## src/hdl/cais_defines.vh

```
// Purpose: Shared constants of the CAN interrupt and status control block
// Assumes: APB with 32-bit data, one register per aligned word
// Notes:   Offsets are byte addresses
`ifndef CAIS_DEFINES_VH
`define CAIS_DEFINES_VH

// ****************************************
// Register offsets
// ****************************************
`define CAIS_OFS_CTRL     8'h00
`define CAIS_OFS_STATUS   8'h04
`define CAIS_OFS_FLAGS    8'h08
`define CAIS_OFS_FMASK    8'h0C
`define CAIS_OFS_MBMASK   8'h10
`define CAIS_OFS_RXC      8'h14
`define CAIS_OFS_RRQ      8'h18
`define CAIS_OFS_TXP      8'h1C
`define CAIS_OFS_TXC      8'h20
`define CAIS_OFS_TXA      8'h24
`define CAIS_OFS_ABA      8'h28

// ****************************************
// Control bits
// ****************************************
`define CAIS_CTRL_CFG     0
`define CAIS_CTRL_SLEEP   1
`define CAIS_CTRL_WAKE    2
`define CAIS_CTRL_AACK    3
`define CAIS_CTRL_TT      4
`define CAIS_CTRL_DMA     5
`define CAIS_CTRL_RST     6'h01

// ****************************************
// Flag bits and groups
// ****************************************
`define CAIS_F_POR        0
`define CAIS_F_DRX        1
`define CAIS_F_RRX        2
`define CAIS_F_TXW        3
`define CAIS_F_RXW        4
`define CAIS_F_PAS        5
`define CAIS_F_BOFF       6
`define CAIS_F_OVL        7
`define CAIS_F_MBE        8
`define CAIS_F_OVW        9
`define CAIS_F_SLA        12
`define CAIS_F_TOV        13
`define CAIS_F_CMA        14
`define CAIS_F_CMB        15
`define CAIS_FLAGS_RST    16'h0001
`define CAIS_FMASK_RST    16'hFFFF
`define CAIS_MBMASK_RST   32'hFFFFFFFF
`define CAIS_GRP_ERR      16'h0078
`define CAIS_GRP_OVR      16'hF281
`define CAIS_GRP_RM       16'h0006
`define CAIS_GRP_SLE      16'h0100
`define CAIS_FLAGS_USED   16'hF3FF

// ****************************************
// Error counter thresholds
// ****************************************
`define CAIS_LIM_WARN     9'd96
`define CAIS_LIM_PASS     9'd128
`define CAIS_LIM_BOFF     9'd256

`endif

```

## src/hdl/cais_err_mon.v

```verilog
// Purpose: Error counter threshold watch and bus-off recovery count
// Assumes: Counters come from the protocol core, synchronous
// Notes:   Outputs a one-cycle set pulse per crossing
`timescale 1ns/1ps
`include "cais_defines.vh"

module cais_err_mon (
    // Clock and reset
    input wire ref_clk_i,
    input wire resetn_i,
    input wire clr_i,
    // Counters from the core
    input wire [8:0] tec_i,
    input wire [8:0] rec_i,
    input wire recessive11_i,
    // Flag set pulses and levels
    output wire txw_set_o,
    output wire rxw_set_o,
    output wire pas_set_o,
    output wire boff_set_o,
    output wire ovl_set_o,
    output wire warn_o,
    output wire boff_o
);
    reg [8:0] boff_cnt_r;
    reg [4:0] prev_r;
    wire boff = (tec_i >= `CAIS_LIM_BOFF);
    wire [8:0] rec_eff = boff ? boff_cnt_r : rec_i;
    wire txw = (tec_i >= `CAIS_LIM_WARN);
    wire rxw = (rec_eff >= `CAIS_LIM_WARN);
    wire pas = ~boff & ((tec_i >= `CAIS_LIM_PASS) |
                        (rec_i >= `CAIS_LIM_PASS));
    wire ovl = boff & (boff_cnt_r >= `CAIS_LIM_PASS);

    assign txw_set_o = txw & ~prev_r[0];                // [RULE3]
    assign rxw_set_o = rxw & ~prev_r[1];                // [RULE3] [RULE14]
    assign pas_set_o = pas & ~prev_r[2];                // [RULE1]
    // Entry and recovery both raise the bus-off flag
    assign boff_set_o = boff ^ prev_r[3];               // [RULE2]
    assign ovl_set_o = ovl & ~prev_r[4];                // [RULE14]
    assign warn_o = txw | rxw;                          // [RULE14]
    assign boff_o = boff;

    always @(posedge ref_clk_i or negedge resetn_i) begin
        if (!resetn_i) begin
            boff_cnt_r <= 9'h000;
            prev_r <= 5'h00;
        end else if (clr_i) begin
            boff_cnt_r <= 9'h000;
            prev_r <= 5'h00;
        end else begin
            prev_r <= {ovl, boff, pas, rxw, txw};
            if (!boff) begin
                boff_cnt_r <= 9'h000;
            end else if (recessive11_i && boff_cnt_r != 9'h1FF) begin
                boff_cnt_r <= boff_cnt_r + 9'h001;      // [RULE14]
            end
        end
    end
endmodule

```

## src/hdl/cais_dma_if.v

```verilog
// Purpose: Transfer controller request for mailbox 0 receptions
// Assumes: Done arrives as a one-cycle pulse
// Notes:   Request stands until done
`timescale 1ns/1ps

module cais_dma_if (
    // Clock and reset
    input wire ref_clk_i,
    input wire resetn_i,
    input wire clr_i,
    // Trigger and transfer controller
    input wire trig_i,
    input wire done_i,
    output wire req_o,
    output wire clear_o
);
    reg req_r;

    assign req_o = req_r;
    assign clear_o = req_r & done_i;                    // [RULE7]

    always @(posedge ref_clk_i or negedge resetn_i) begin
        if (!resetn_i) begin
            req_r <= 1'b0;
        end else if (clr_i) begin
            req_r <= 1'b0;
        end else if (trig_i) begin
            req_r <= 1'b1;                              // [RULE7]
        end else if (done_i) begin
            req_r <= 1'b0;
        end
    end
endmodule

```

## src/hdl/cais_top.v

```verilog
// Purpose: Interrupt, status, transmit control and sleep of a CAN node
// Assumes: Core events are one-cycle pulses, synchronous to ref_clk_i
// Notes:   Mailbox storage lives outside; halfword APB writes only
//
// The address map and the APB slave port were left to the implementer.
`timescale 1ns/1ps
`include "cais_defines.vh"

// Behaviour
// RULE1 - Error passive flag when either error counter is 128 or more.
// RULE2 - Bus-off flag at transmit count 256, also on recovery.
// RULE3 - Transmit and receive warning flags at count 96.
// RULE4 - Overload, overwrite, sleep activity on general line, no transfer.
// RULE5 - Timer overflow and two compare flags on general line.
// RULE6 - Every flag maskable except the power-on reset flag.
// RULE7 - Mailbox 0 reception triggers transfer; done clears its bits.
// RULE8 - Mailbox 0 receive interrupt withheld while transfers service it.
// RULE9 - Software keeps the timer stopped in event-triggered mode.
// RULE10 - Resets and standby initialise registers, not mailbox storage.
// RULE11 - Reset flag set after power-on or standby; software clears.
// RULE12 - Bus activity in sleep sets flag; reset status reads set.
// RULE13 - Masked mailboxes never set empty or receive flags.
// RULE14 - In bus-off count 11-bit recessive runs; 96 warns, 128 overload.
// RULE15 - Word accesses only, never longword.
// RULE16 - Late cancel still sends, acknowledges, clears and aborts.
// RULE17 - Software sets pending bits together, outside end of frame.
// RULE18 - Software touches the filter mask only in configuration.
// RULE19 - Auto-acknowledge test transmits but drops own reception.
// RULE20 - Mailbox 31 cannot be cancelled under event trigger.
// RULE21 - Software waits over 50 us before cancelling in bus idle.
// RULE22 - Software checks reset status before leaving configuration.
// RULE23 - Sleep request enters sleep once the bus is idle.
// RULE24 - Each line is high while any unmasked flag of its group is set.
module cais_top (
    // Clock and reset
    input wire ref_clk_i,
    input wire resetn_i,
    input wire hw_standby_i,
    input wire sw_standby_i,
    // APB slave
    input wire psel_i,
    input wire penable_i,
    input wire pwrite_i,
    input wire [7:0] paddr_i,
    input wire [31:0] pwdata_i,
    input wire [3:0] pstrb_i,
    output wire pready_o,
    output wire pslverr_o,
    output wire [31:0] prdata_o,
    // Protocol core events
    input wire [8:0] tec_i,
    input wire [8:0] rec_i,
    input wire recessive11_i,
    input wire bus_idle_i,
    input wire bus_activity_i,
    input wire overload_sent_i,
    input wire overwrite_i,
    input wire rx_done_i,
    input wire [4:0] rx_mb_i,
    input wire rx_remote_i,
    input wire rx_own_i,
    input wire tx_busy_i,
    input wire [4:0] tx_mb_i,
    input wire tx_done_i,
    input wire sof_inter_i,
    // Timestamp timer events
    input wire timer_overflow_i,
    input wire timer_compare_a_i,
    input wire timer_compare_b_i,
    // Control towards the core
    output wire [31:0] tx_pending_bits_o,
    output wire config_reset_o,
    output wire sleep_o,
    output wire auto_acknowledge_test_o,
    output wire time_trigger_select_o,
    // Transfer controller
    output wire dma_req_o,
    input wire dma_done_i,
    // Interrupt request lines
    output wire error_irq_line_o,
    output wire overrun_general_irq_line_o,
    output wire receive_irq_line_o,
    output wire mailbox_empty_irq_line_o
);

    // ****************************************
    // States and helpers
    // ****************************************
    localparam ST_AWAKE = 2'd0;
    localparam ST_WAIT = 2'd1;
    localparam ST_ASLEEP = 2'd2;

    function [31:0] onehot;
        input [4:0] mb;
        begin
            onehot = 32'h00000001 << mb;
        end
    endfunction

    function [31:0] lanes;
        input [3:0] strb;
        begin
            lanes = {{16{strb[2]}}, {16{strb[0]}}};
        end
    endfunction

    reg [5:0] ctrl_r, ctrl_nxt;
    reg [15:0] flag_r, flag_nxt;
    reg [15:0] fmask_r, fmask_nxt;
    reg [31:0] mbmask_r, mbmask_nxt, rxc_r, rxc_nxt;
    reg [31:0] rrq_r, rrq_nxt, txp_r, txp_nxt, txc_r, txc_nxt;
    reg [31:0] txa_r, txa_nxt, aba_r, aba_nxt;
    reg [1:0] state_r, state_nxt;
    reg [31:0] rdata_r, rdata_nxt;

    wire stby = hw_standby_i | sw_standby_i;           // [RULE10]

    // ****************************************
    // Bus decode
    // ****************************************
    // Registers sit on every aligned word up to the last offset
    wire mapped = (paddr_i[1:0] == 2'b00) && (paddr_i <= `CAIS_OFS_ABA);
    // Halfword lanes only; a full word would be a longword access
    wire strb_ok = (pstrb_i == 4'h3) || (pstrb_i == 4'hC); // [RULE15]
    wire access = psel_i & penable_i;
    wire bad = ~mapped | (pwrite_i & ~strb_ok);
    wire wr = access & pwrite_i & ~bad;
    wire [31:0] wbits = pwdata_i & lanes(pstrb_i);
    wire [31:0] wkeep = ~lanes(pstrb_i);

    assign pready_o = 1'b1;
    assign pslverr_o = access & bad;
    assign prdata_o = rdata_r;

    // ****************************************
    // Sub-blocks
    // ****************************************
    wire txw_set, rxw_set, pas_set, boff_set, ovl_set, warn, boff;
    wire dma_clear;

    cais_err_mon u_err (
        .ref_clk_i(ref_clk_i),
        .resetn_i(resetn_i),
        .clr_i(stby),
        .tec_i(tec_i),
        .rec_i(rec_i),
        .recessive11_i(recessive11_i),
        .txw_set_o(txw_set),
        .rxw_set_o(rxw_set),
        .pas_set_o(pas_set),
        .boff_set_o(boff_set),
        .ovl_set_o(ovl_set),
        .warn_o(warn),
        .boff_o(boff)
    );

    wire dma_en = ctrl_r[`CAIS_CTRL_DMA];
    wire aack = ctrl_r[`CAIS_CTRL_AACK];
    // Own frames are dropped in auto-acknowledge test
    wire rx_ok = rx_done_i & ~(aack & rx_own_i);        // [RULE19]
    wire rx_mb0 = (rx_mb_i == 5'd0);
    wire dma_trig = rx_ok & rx_mb0 & dma_en;            // [RULE7]
    wire [31:0] rx_hot = onehot(rx_mb_i);
    wire rx_masked = |(rx_hot & mbmask_r);
    wire rx_flag_ok = ~rx_masked & ~(dma_en & rx_mb0);  // [RULE8] [RULE13]

    cais_dma_if u_dma (
        .ref_clk_i(ref_clk_i),
        .resetn_i(resetn_i),
        .clr_i(stby),
        .trig_i(dma_trig),
        .done_i(dma_done_i),
        .req_o(dma_req_o),
        .clear_o(dma_clear)
    );

    // ****************************************
    // Outputs to the core and interrupt lines
    // ****************************************
    wire asleep = (state_r == ST_ASLEEP);
    wire [15:0] pend = flag_r & ~{fmask_r[15:1], 1'b0}; // [RULE6]

    assign error_irq_line_o = |(pend & `CAIS_GRP_ERR);   // [RULE24]
    assign overrun_general_irq_line_o =
        |(pend & `CAIS_GRP_OVR);                        // [RULE4] [RULE5]
    assign receive_irq_line_o = |(pend & `CAIS_GRP_RM);  // [RULE24]
    assign mailbox_empty_irq_line_o =
        |(pend & `CAIS_GRP_SLE);                        // [RULE24]
    assign tx_pending_bits_o = txp_r;
    assign config_reset_o = ctrl_r[`CAIS_CTRL_CFG];
    assign sleep_o = asleep;
    assign auto_acknowledge_test_o = aack;
    assign time_trigger_select_o = ctrl_r[`CAIS_CTRL_TT];

    // ****************************************
    // Next-state logic
    // ****************************************
    reg [15:0] fset, fclr;
    reg [31:0] cancel, in_flight, tx_hot, now_abort, ack_set;
    reg [31:0] c31, mbe_src;
    always @* begin
        fset = 16'h0000;
        tx_hot = onehot(tx_mb_i);
        ctrl_nxt = ctrl_r;
        fmask_nxt = fmask_r;
        mbmask_nxt = mbmask_r;
        state_nxt = state_r;
        rdata_nxt = rdata_r;

        // Plain register writes
        if (wr && paddr_i == `CAIS_OFS_CTRL) begin
            ctrl_nxt = (ctrl_r & wkeep[5:0]) | wbits[5:0];
        end
        if (wr && paddr_i == `CAIS_OFS_FMASK) begin
            fmask_nxt = (fmask_r & wkeep[15:0]) | wbits[15:0];
        end
        if (wr && paddr_i == `CAIS_OFS_MBMASK) begin
            mbmask_nxt = (mbmask_r & wkeep) | wbits;
        end

        // Sleep control
        case (state_r)
            ST_AWAKE: begin
                if (ctrl_r[`CAIS_CTRL_SLEEP]) begin
                    state_nxt = ST_WAIT;
                end
            end
            ST_WAIT: begin
                if (!ctrl_r[`CAIS_CTRL_SLEEP]) begin
                    state_nxt = ST_AWAKE;
                end else if (bus_idle_i) begin
                    state_nxt = ST_ASLEEP;              // [RULE23]
                end
            end
            ST_ASLEEP: begin
                if (!ctrl_r[`CAIS_CTRL_SLEEP]) begin
                    state_nxt = ST_AWAKE;
                end else if (bus_activity_i &&
                             ctrl_r[`CAIS_CTRL_WAKE]) begin
                    state_nxt = ST_AWAKE;
                    ctrl_nxt[`CAIS_CTRL_SLEEP] = 1'b0;
                end
            end
            default: begin
                state_nxt = ST_AWAKE;
            end
        endcase

        // Transmit cancel and completion
        in_flight = tx_hot & {32{tx_busy_i}};
        c31 = {~ctrl_r[`CAIS_CTRL_TT], 31'h00000000};   // [RULE20]
        cancel = wbits & txp_r & ~c31 &
                 {32{wr && paddr_i == `CAIS_OFS_TXC}};
        // A frame already on the wire keeps its cancel until it ends
        now_abort = cancel & ~in_flight;
        ack_set = tx_hot & {32{tx_done_i}};
        txc_nxt = (txc_r | (cancel & in_flight)) & ~ack_set;
        aba_nxt = aba_r | now_abort |
                  (ack_set & txc_r);                    // [RULE16]
        txa_nxt = txa_r | ack_set;                      // [RULE16]
        txp_nxt = txp_r & ~now_abort & ~ack_set;        // [RULE16]
        if (wr && paddr_i == `CAIS_OFS_TXP) begin
            txp_nxt = txp_nxt | wbits;
        end
        if (wr && paddr_i == `CAIS_OFS_TXA) begin
            txa_nxt = txa_nxt & ~(wbits & ~ack_set);
        end
        if (wr && paddr_i == `CAIS_OFS_ABA) begin
            aba_nxt = aba_nxt & ~(wbits & ~now_abort &
                                  ~(ack_set & txc_r));
        end
        mbe_src = (ack_set | now_abort) & ~mbmask_r;    // [RULE13]

        // Reception bits, set wins over clear
        rxc_nxt = rxc_r & ~{31'h00000000, dma_clear};   // [RULE7]
        rrq_nxt = rrq_r & ~{31'h00000000, dma_clear};   // [RULE7]
        if (wr && paddr_i == `CAIS_OFS_RXC) begin
            rxc_nxt = rxc_nxt & ~wbits;
        end
        if (wr && paddr_i == `CAIS_OFS_RRQ) begin
            rrq_nxt = rrq_nxt & ~wbits;
        end
        rxc_nxt = rxc_nxt | (rx_hot & {32{rx_ok & ~rx_remote_i}});
        rrq_nxt = rrq_nxt | (rx_hot & {32{rx_ok & rx_remote_i}});

        // Flag sources
        fset[`CAIS_F_DRX] = rx_ok & ~rx_remote_i & rx_flag_ok;
        fset[`CAIS_F_RRX] = rx_ok & rx_remote_i & rx_flag_ok;
        fset[`CAIS_F_TXW] = txw_set;                    // [RULE3]
        fset[`CAIS_F_RXW] = rxw_set;                    // [RULE3]
        fset[`CAIS_F_PAS] = pas_set;                    // [RULE1]
        fset[`CAIS_F_BOFF] = boff_set;                  // [RULE2]
        fset[`CAIS_F_OVL] = overload_sent_i | ovl_set;  // [RULE4]
        fset[`CAIS_F_MBE] = |mbe_src;                   // [RULE13]
        fset[`CAIS_F_OVW] = overwrite_i;                // [RULE4]
        fset[`CAIS_F_SLA] = asleep & bus_activity_i;    // [RULE12]
        fset[`CAIS_F_TOV] = timer_overflow_i;           // [RULE5]
        fset[`CAIS_F_CMA] = timer_compare_a_i;          // [RULE5]
        fset[`CAIS_F_CMB] = timer_compare_b_i;          // [RULE5]
        fclr = wbits[15:0] & {16{wr && paddr_i == `CAIS_OFS_FLAGS}};
        flag_nxt = ((flag_r & ~fclr) | fset) & `CAIS_FLAGS_USED;

        // Read data is captured in the setup phase
        if (psel_i && !penable_i && !pwrite_i) begin
            if (paddr_i == `CAIS_OFS_CTRL) begin
                rdata_nxt = {26'h0000000, ctrl_r};
            end else if (paddr_i == `CAIS_OFS_STATUS) begin
                rdata_nxt = {28'h0000000, boff, asleep, warn,
                             asleep | ctrl_r[`CAIS_CTRL_CFG]}; // [RULE12]
            end else if (paddr_i == `CAIS_OFS_FLAGS) begin
                rdata_nxt = {16'h0000, flag_r};
            end else if (paddr_i == `CAIS_OFS_FMASK) begin
                rdata_nxt = {16'h0000, fmask_r};
            end else if (paddr_i == `CAIS_OFS_MBMASK) begin
                rdata_nxt = mbmask_r;
            end else if (paddr_i == `CAIS_OFS_RXC) begin
                rdata_nxt = rxc_r;
            end else if (paddr_i == `CAIS_OFS_RRQ) begin
                rdata_nxt = rrq_r;
            end else if (paddr_i == `CAIS_OFS_TXP) begin
                rdata_nxt = txp_r;
            end else if (paddr_i == `CAIS_OFS_TXC) begin
                rdata_nxt = txc_r;
            end else if (paddr_i == `CAIS_OFS_TXA) begin
                rdata_nxt = txa_r;
            end else if (paddr_i == `CAIS_OFS_ABA) begin
                rdata_nxt = aba_r;
            end else begin
                rdata_nxt = 32'h00000000;
            end
        end
    end

    // ****************************************
    // State registers
    // ****************************************
    // Standby acts like reset and leaves the reset flag raised
    always @(posedge ref_clk_i or negedge resetn_i) begin
        if (!resetn_i) begin
            ctrl_r <= `CAIS_CTRL_RST;
            flag_r <= `CAIS_FLAGS_RST;                  // [RULE11]
            fmask_r <= `CAIS_FMASK_RST;
            mbmask_r <= `CAIS_MBMASK_RST;
            rxc_r <= 32'h00000000;
            rrq_r <= 32'h00000000;
            txp_r <= 32'h00000000;
            txc_r <= 32'h00000000;
            txa_r <= 32'h00000000;
            aba_r <= 32'h00000000;
            state_r <= ST_AWAKE;
            rdata_r <= 32'h00000000;
        end else if (stby) begin
            ctrl_r <= `CAIS_CTRL_RST;                   // [RULE10]
            flag_r <= `CAIS_FLAGS_RST;                  // [RULE11]
            fmask_r <= `CAIS_FMASK_RST;
            mbmask_r <= `CAIS_MBMASK_RST;
            rxc_r <= 32'h00000000;
            rrq_r <= 32'h00000000;
            txp_r <= 32'h00000000;
            txc_r <= 32'h00000000;
            txa_r <= 32'h00000000;
            aba_r <= 32'h00000000;
            state_r <= ST_AWAKE;
            rdata_r <= 32'h00000000;
        end else begin
            ctrl_r <= ctrl_nxt;
            flag_r <= flag_nxt;
            fmask_r <= fmask_nxt;
            mbmask_r <= mbmask_nxt;
            rxc_r <= rxc_nxt;
            rrq_r <= rrq_nxt;
            txp_r <= txp_nxt;
            txc_r <= txc_nxt;
            txa_r <= txa_nxt;
            aba_r <= aba_nxt;
            state_r <= state_nxt;
            rdata_r <= rdata_nxt;
        end
    end
endmodule

```

## config.mk

```make
export PLATFORM = sky130hd
export DESIGN_NAME = cais_top
export DESIGN_NICKNAME = d
export VERILOG_FILES = /design/src/hdl/cais_err_mon.v /design/src/hdl/cais_dma_if.v /design/src/hdl/cais_top.v
export VERILOG_INCLUDE_DIRS = /design/src /design/src/hdl
export SDC_FILE = /design/constraint.sdc
export NUM_CORES = 1
export LEC_CHECK = 0
export ABC_AREA = 1
export BUFFER_PORTS_ARGS = -buffer_cell sky130_fd_sc_hd__buf_2
export CAP_MARGIN = 20
export CORE_MARGIN = 2
export CORE_UTILIZATION = 55
export CTS_BUF_LIST = sky130_fd_sc_hd__clkbuf_8 sky130_fd_sc_hd__clkbuf_16
export DETAILED_ROUTE_END_ITERATION = 6
export PLACE_DENSITY = 0.81
export SLEW_MARGIN = 10
export SYNTH_ARGS = -nofsm -noshare
export SYNTH_HDL_FRONTEND = slang
export SYNTH_SLANG_ARGS = --single-unit
```

## constraint.sdc

```tcl
create_clock -name ref_clk_i -period 3.8 [get_ports ref_clk_i]
set_clock_uncertainty 0.05 [all_clocks]
set_input_delay 0.76 -clock ref_clk_i [delete_from_list [all_inputs] [get_ports ref_clk_i]]
set_output_delay 0.76 -clock ref_clk_i [all_outputs]
set_load 0.03 [all_outputs]
```

==> run metrics <==
outcome complete, no violations; Slew Limit Fails 0; H-tree depth 2; share of the synthesized area in the top cell type 37.7%; Comb pwr share 7.5%; Overflow after GRT 0; TritonCTS clock tree done; syn_nets 2436; CORE AREA 30700 sq um; Setup WS post-layout 0.976 ns; Tcrit/Tclk final 74.3%; layout cells sized above 1 14.1%; CTS Sinks 309; final hold violation count 0; RSZ-0062 raised after global routing no; die area 32700 sq um; Primary FF master, synth dfrtp_1; pre-CTS setup slack 0.576 ns; Clock power frac 49.3%; crit path DAT 3.24 ns; vias in the first global route 17100; gr busiest metal met2; Leak 9.32 nW; num rows 64; setup TNS 0 ns; Slew @ Worst Pin 0.821 ns; met1 Use GR 51.5%; Cells after Synth 2339; Final #Nets 2545; Max-Cap Viols 0; final setup fails 0; Synth async-reset ratio 100%; global-route met2 utilization 54.4%; Crit path required time 4.22 ns; Finished Layout Cells 2870; kind of critical path primary input to register; die width 181 microns; clock slew at reported path FFs 0.06 ns; unique cell type count in the Yosys netlist 45; average via count per standard cell 6.38; yosys warns 0; WL final 63100 microns; starting density of the core 56.1%; CP Max Fanout 22; Sw Ratio 24.6%; die height 181 microns; TritonCTS Buffers 36; initial drt markers 3247; clock latency on the worst-skew pair 0.52 ns; largest net degree at the start of global routing 128; power per cell area 396 nW/um^2; Antenna Cells 0; antenna violations before repair 1; Mapped Area 17200 sq um; first-pass GRT wire length 96500 microns; Net Switching 1.92 mW; post-synthesis sequential area ratio 45.3%; sequential share of power 43.2%; GRT Util Overall 37.6%; placed cell areas 18400 sq um; postcts setup bufs 0; CTS hold repair buffers 0; CP startpoint kind primary input; wire per inst 22.0 microns; first drt pass iteration count 6; Worst setup EP type register; Resized cells post-CTS 0; residual DRC count 0; I/O Buffers 156; Detail Placement HPWL 42800 microns; area grow syn2layout 14.7%; post-route design area 19700 sq um; Avg Cell Area, Syn 7.36 sq um; top area cells in the synthesized netlist dfrtp_1 38%, nand2_1 12%, dfstp_2 7.6%; Hold Crit Class primary input to async pin; FF+latch count, synth 309; met3 Track Usage GR 11.8%; deepest clock path buffer count 3; Rel. slew slack 45.3%; Post-synth EDFFs 0; IO Count 169; Final ANT Viol Nets 0; Cell Int Power 5.90 mW; fmax 354 MHz; Root Buffer clkbuf_16; via count 18300; number of fillers in the final layout 2650; Tmin final 2.82 ns; RePlAce Congestion 0.987; Post-Place Cells 2806; area leader, netlist dfrtp_1; Peak VDD IR 0.331 mV
[power by group through the flow]
| stage | combinational, mW | sequential (mW) | clock, mW |
|---|---|---|---|
| global route | 0.627 | 3.38 | 4.00 |
| detailed placement | 0.563 | 3.43 | 0 |
| global placement | 0.553 | 3.43 | 0 |
| finish | 0.588 | 3.38 | 3.86 |
| CTS | 0.567 | 3.37 | 3.86 |
| floorplan | 0.282 | 3.42 | 0 |
[synthesized netlist by cell type, drive strengths merged (12+ instances only)]
library cell and n:
o2111ai 12, dfstp 50, nand4 78, nor3 20, nand2 535, dfrtp 259
nand3 193, o211ai 76, a21oi 252, buf 32, clkbuf 103, nor2 184
o21ai 249, a31oi 15, inv 241
[through the flow]
| stage | hold slack (ns) | total power, mW | util [%] |
|---|---|---|---|
| 6_report | 0.187 | 7.82 | 64.4 |
| 3_3_place_gp | 0.372 | 3.98 | 60.1 |
| 3_5_place_dp | 0.383 | 3.99 | 60.1 |
| 5_1_grt | 0.249 | 8.01 | 64.4 |
| 4_1_cts | 0.246 | 7.80 | 64.4 |
| 2_1_floorplan | 0.369 | 3.70 | - |
[final cells by class]
| type | count | area [sq um] | area share [%] |
|---|---|---|---|
| Clock buffer | 43 | 1010 | 5.11 |
| Sequential cell | 309 | 7790 | 39.5 |
| Tap cell | 396 | 495 | 2.51 |
| Timing Repair Buffer | 206 | 1250 | 6.35 |
| Clock inverter | 21 | 304 | 1.54 |
| Inverter | 244 | 921 | 4.66 |
| Multi-Input combinational cell | 1651 | 7970 | 40.4 |
[flip-flops by register name, indices dropped and copies added, names as in the netlist]
register           cells
txc_r                 32
prdata_o              32
txa_r                 32
fmask_r               16
tx_pending_bits_o     32
flag_r                14
rrq_r                 32
mbmask_r              32
aba_r                 32
u_dma.req_o            1
state_r                2
u_err.boff_cnt_r       9
u_err.prev_r           5
rxc_r                 32
ctrl_r                 6
[layout by cell type, fill, tap and decap left out, drive strengths merged, types with 5 or more instances in the layout]
master | Yosys | final
nand2 | 535 | 535
clkinv | 3 | 11
a221oi | 5 | 5
nand4 | 78 | 78
o22ai | 9 | 9
o2111ai | 12 | 12
nor2 | 184 | 184
nand3 | 193 | 193
a31oi | 15 | 15
o211ai | 76 | 76
nor3 | 20 | 20
buf | 32 | 206
o21ai | 249 | 249
bufinv | 0 | 8
dfstp | 50 | 50
inv | 241 | 245
dfrtp | 259 | 259
clkbuf | 103 | 43
a21oi | 252 | 252
[final timing paths]
kind | from | depth (start not counted) | slack [ns] | end
worst max-delay path | paddr_i[6] | 17 | 0.98 | flag_r[8]
worst min-delay path | resetn_i | 1 | 0.19 | txc_r[21]
worst max register to register | u_err.boff_cnt_r[0] | 13 | 1.67 | u_err.boff_cnt_r[5]
worst min register to register | u_err.prev_r[2] | 1 | 0.38 | flag_r[5]
max in group asynchronous | resetn_i | 2 | 2.58 | mbmask_r[6]
min in group ref_clk_i | u_err.prev_r[2] | 1 | 0.38 | flag_r[5]
[cell families after synthesis]
kind of cell / Yosys count / synth area share, %
other cells: 1 / 0.0218
fa+ha+maj: 3 / 0.218
simple gates: 1013 / 25.5
compound gates: 632 / 20.3
xor+xnor: 2 / 0.102
buf+inv: 379 / 8.61
flops: 309 / 45.3
[critical path, stage by stage]
cell and delay (ns):
buf_2 0.09, inv_1 0.04, nand2_1 0.16, nor2_4 0.17, nand2_2 0.13, nand2_2 0.11
nand4_4 0.29, nor2_8 0.31, buf_4 0.32, nand4_1 0.19, nand2_1 0.15, nand2_1 0.10
nand3_1 0.13, nor2_1 0.07, nand3_1 0.08, nand2_1 0.05, inv_1 0.07
[layer usage]
metal	part of all wire [%]	vias to the layer above	wire [microns]
met5	0.16	-	101
met3	14	233	9100
met4	5.1	2	3240
met1	38	8636	24000
met2	42	1318	26700
li1	-	8117	-
Note: power is estimated with default switching activity, not from simulation.
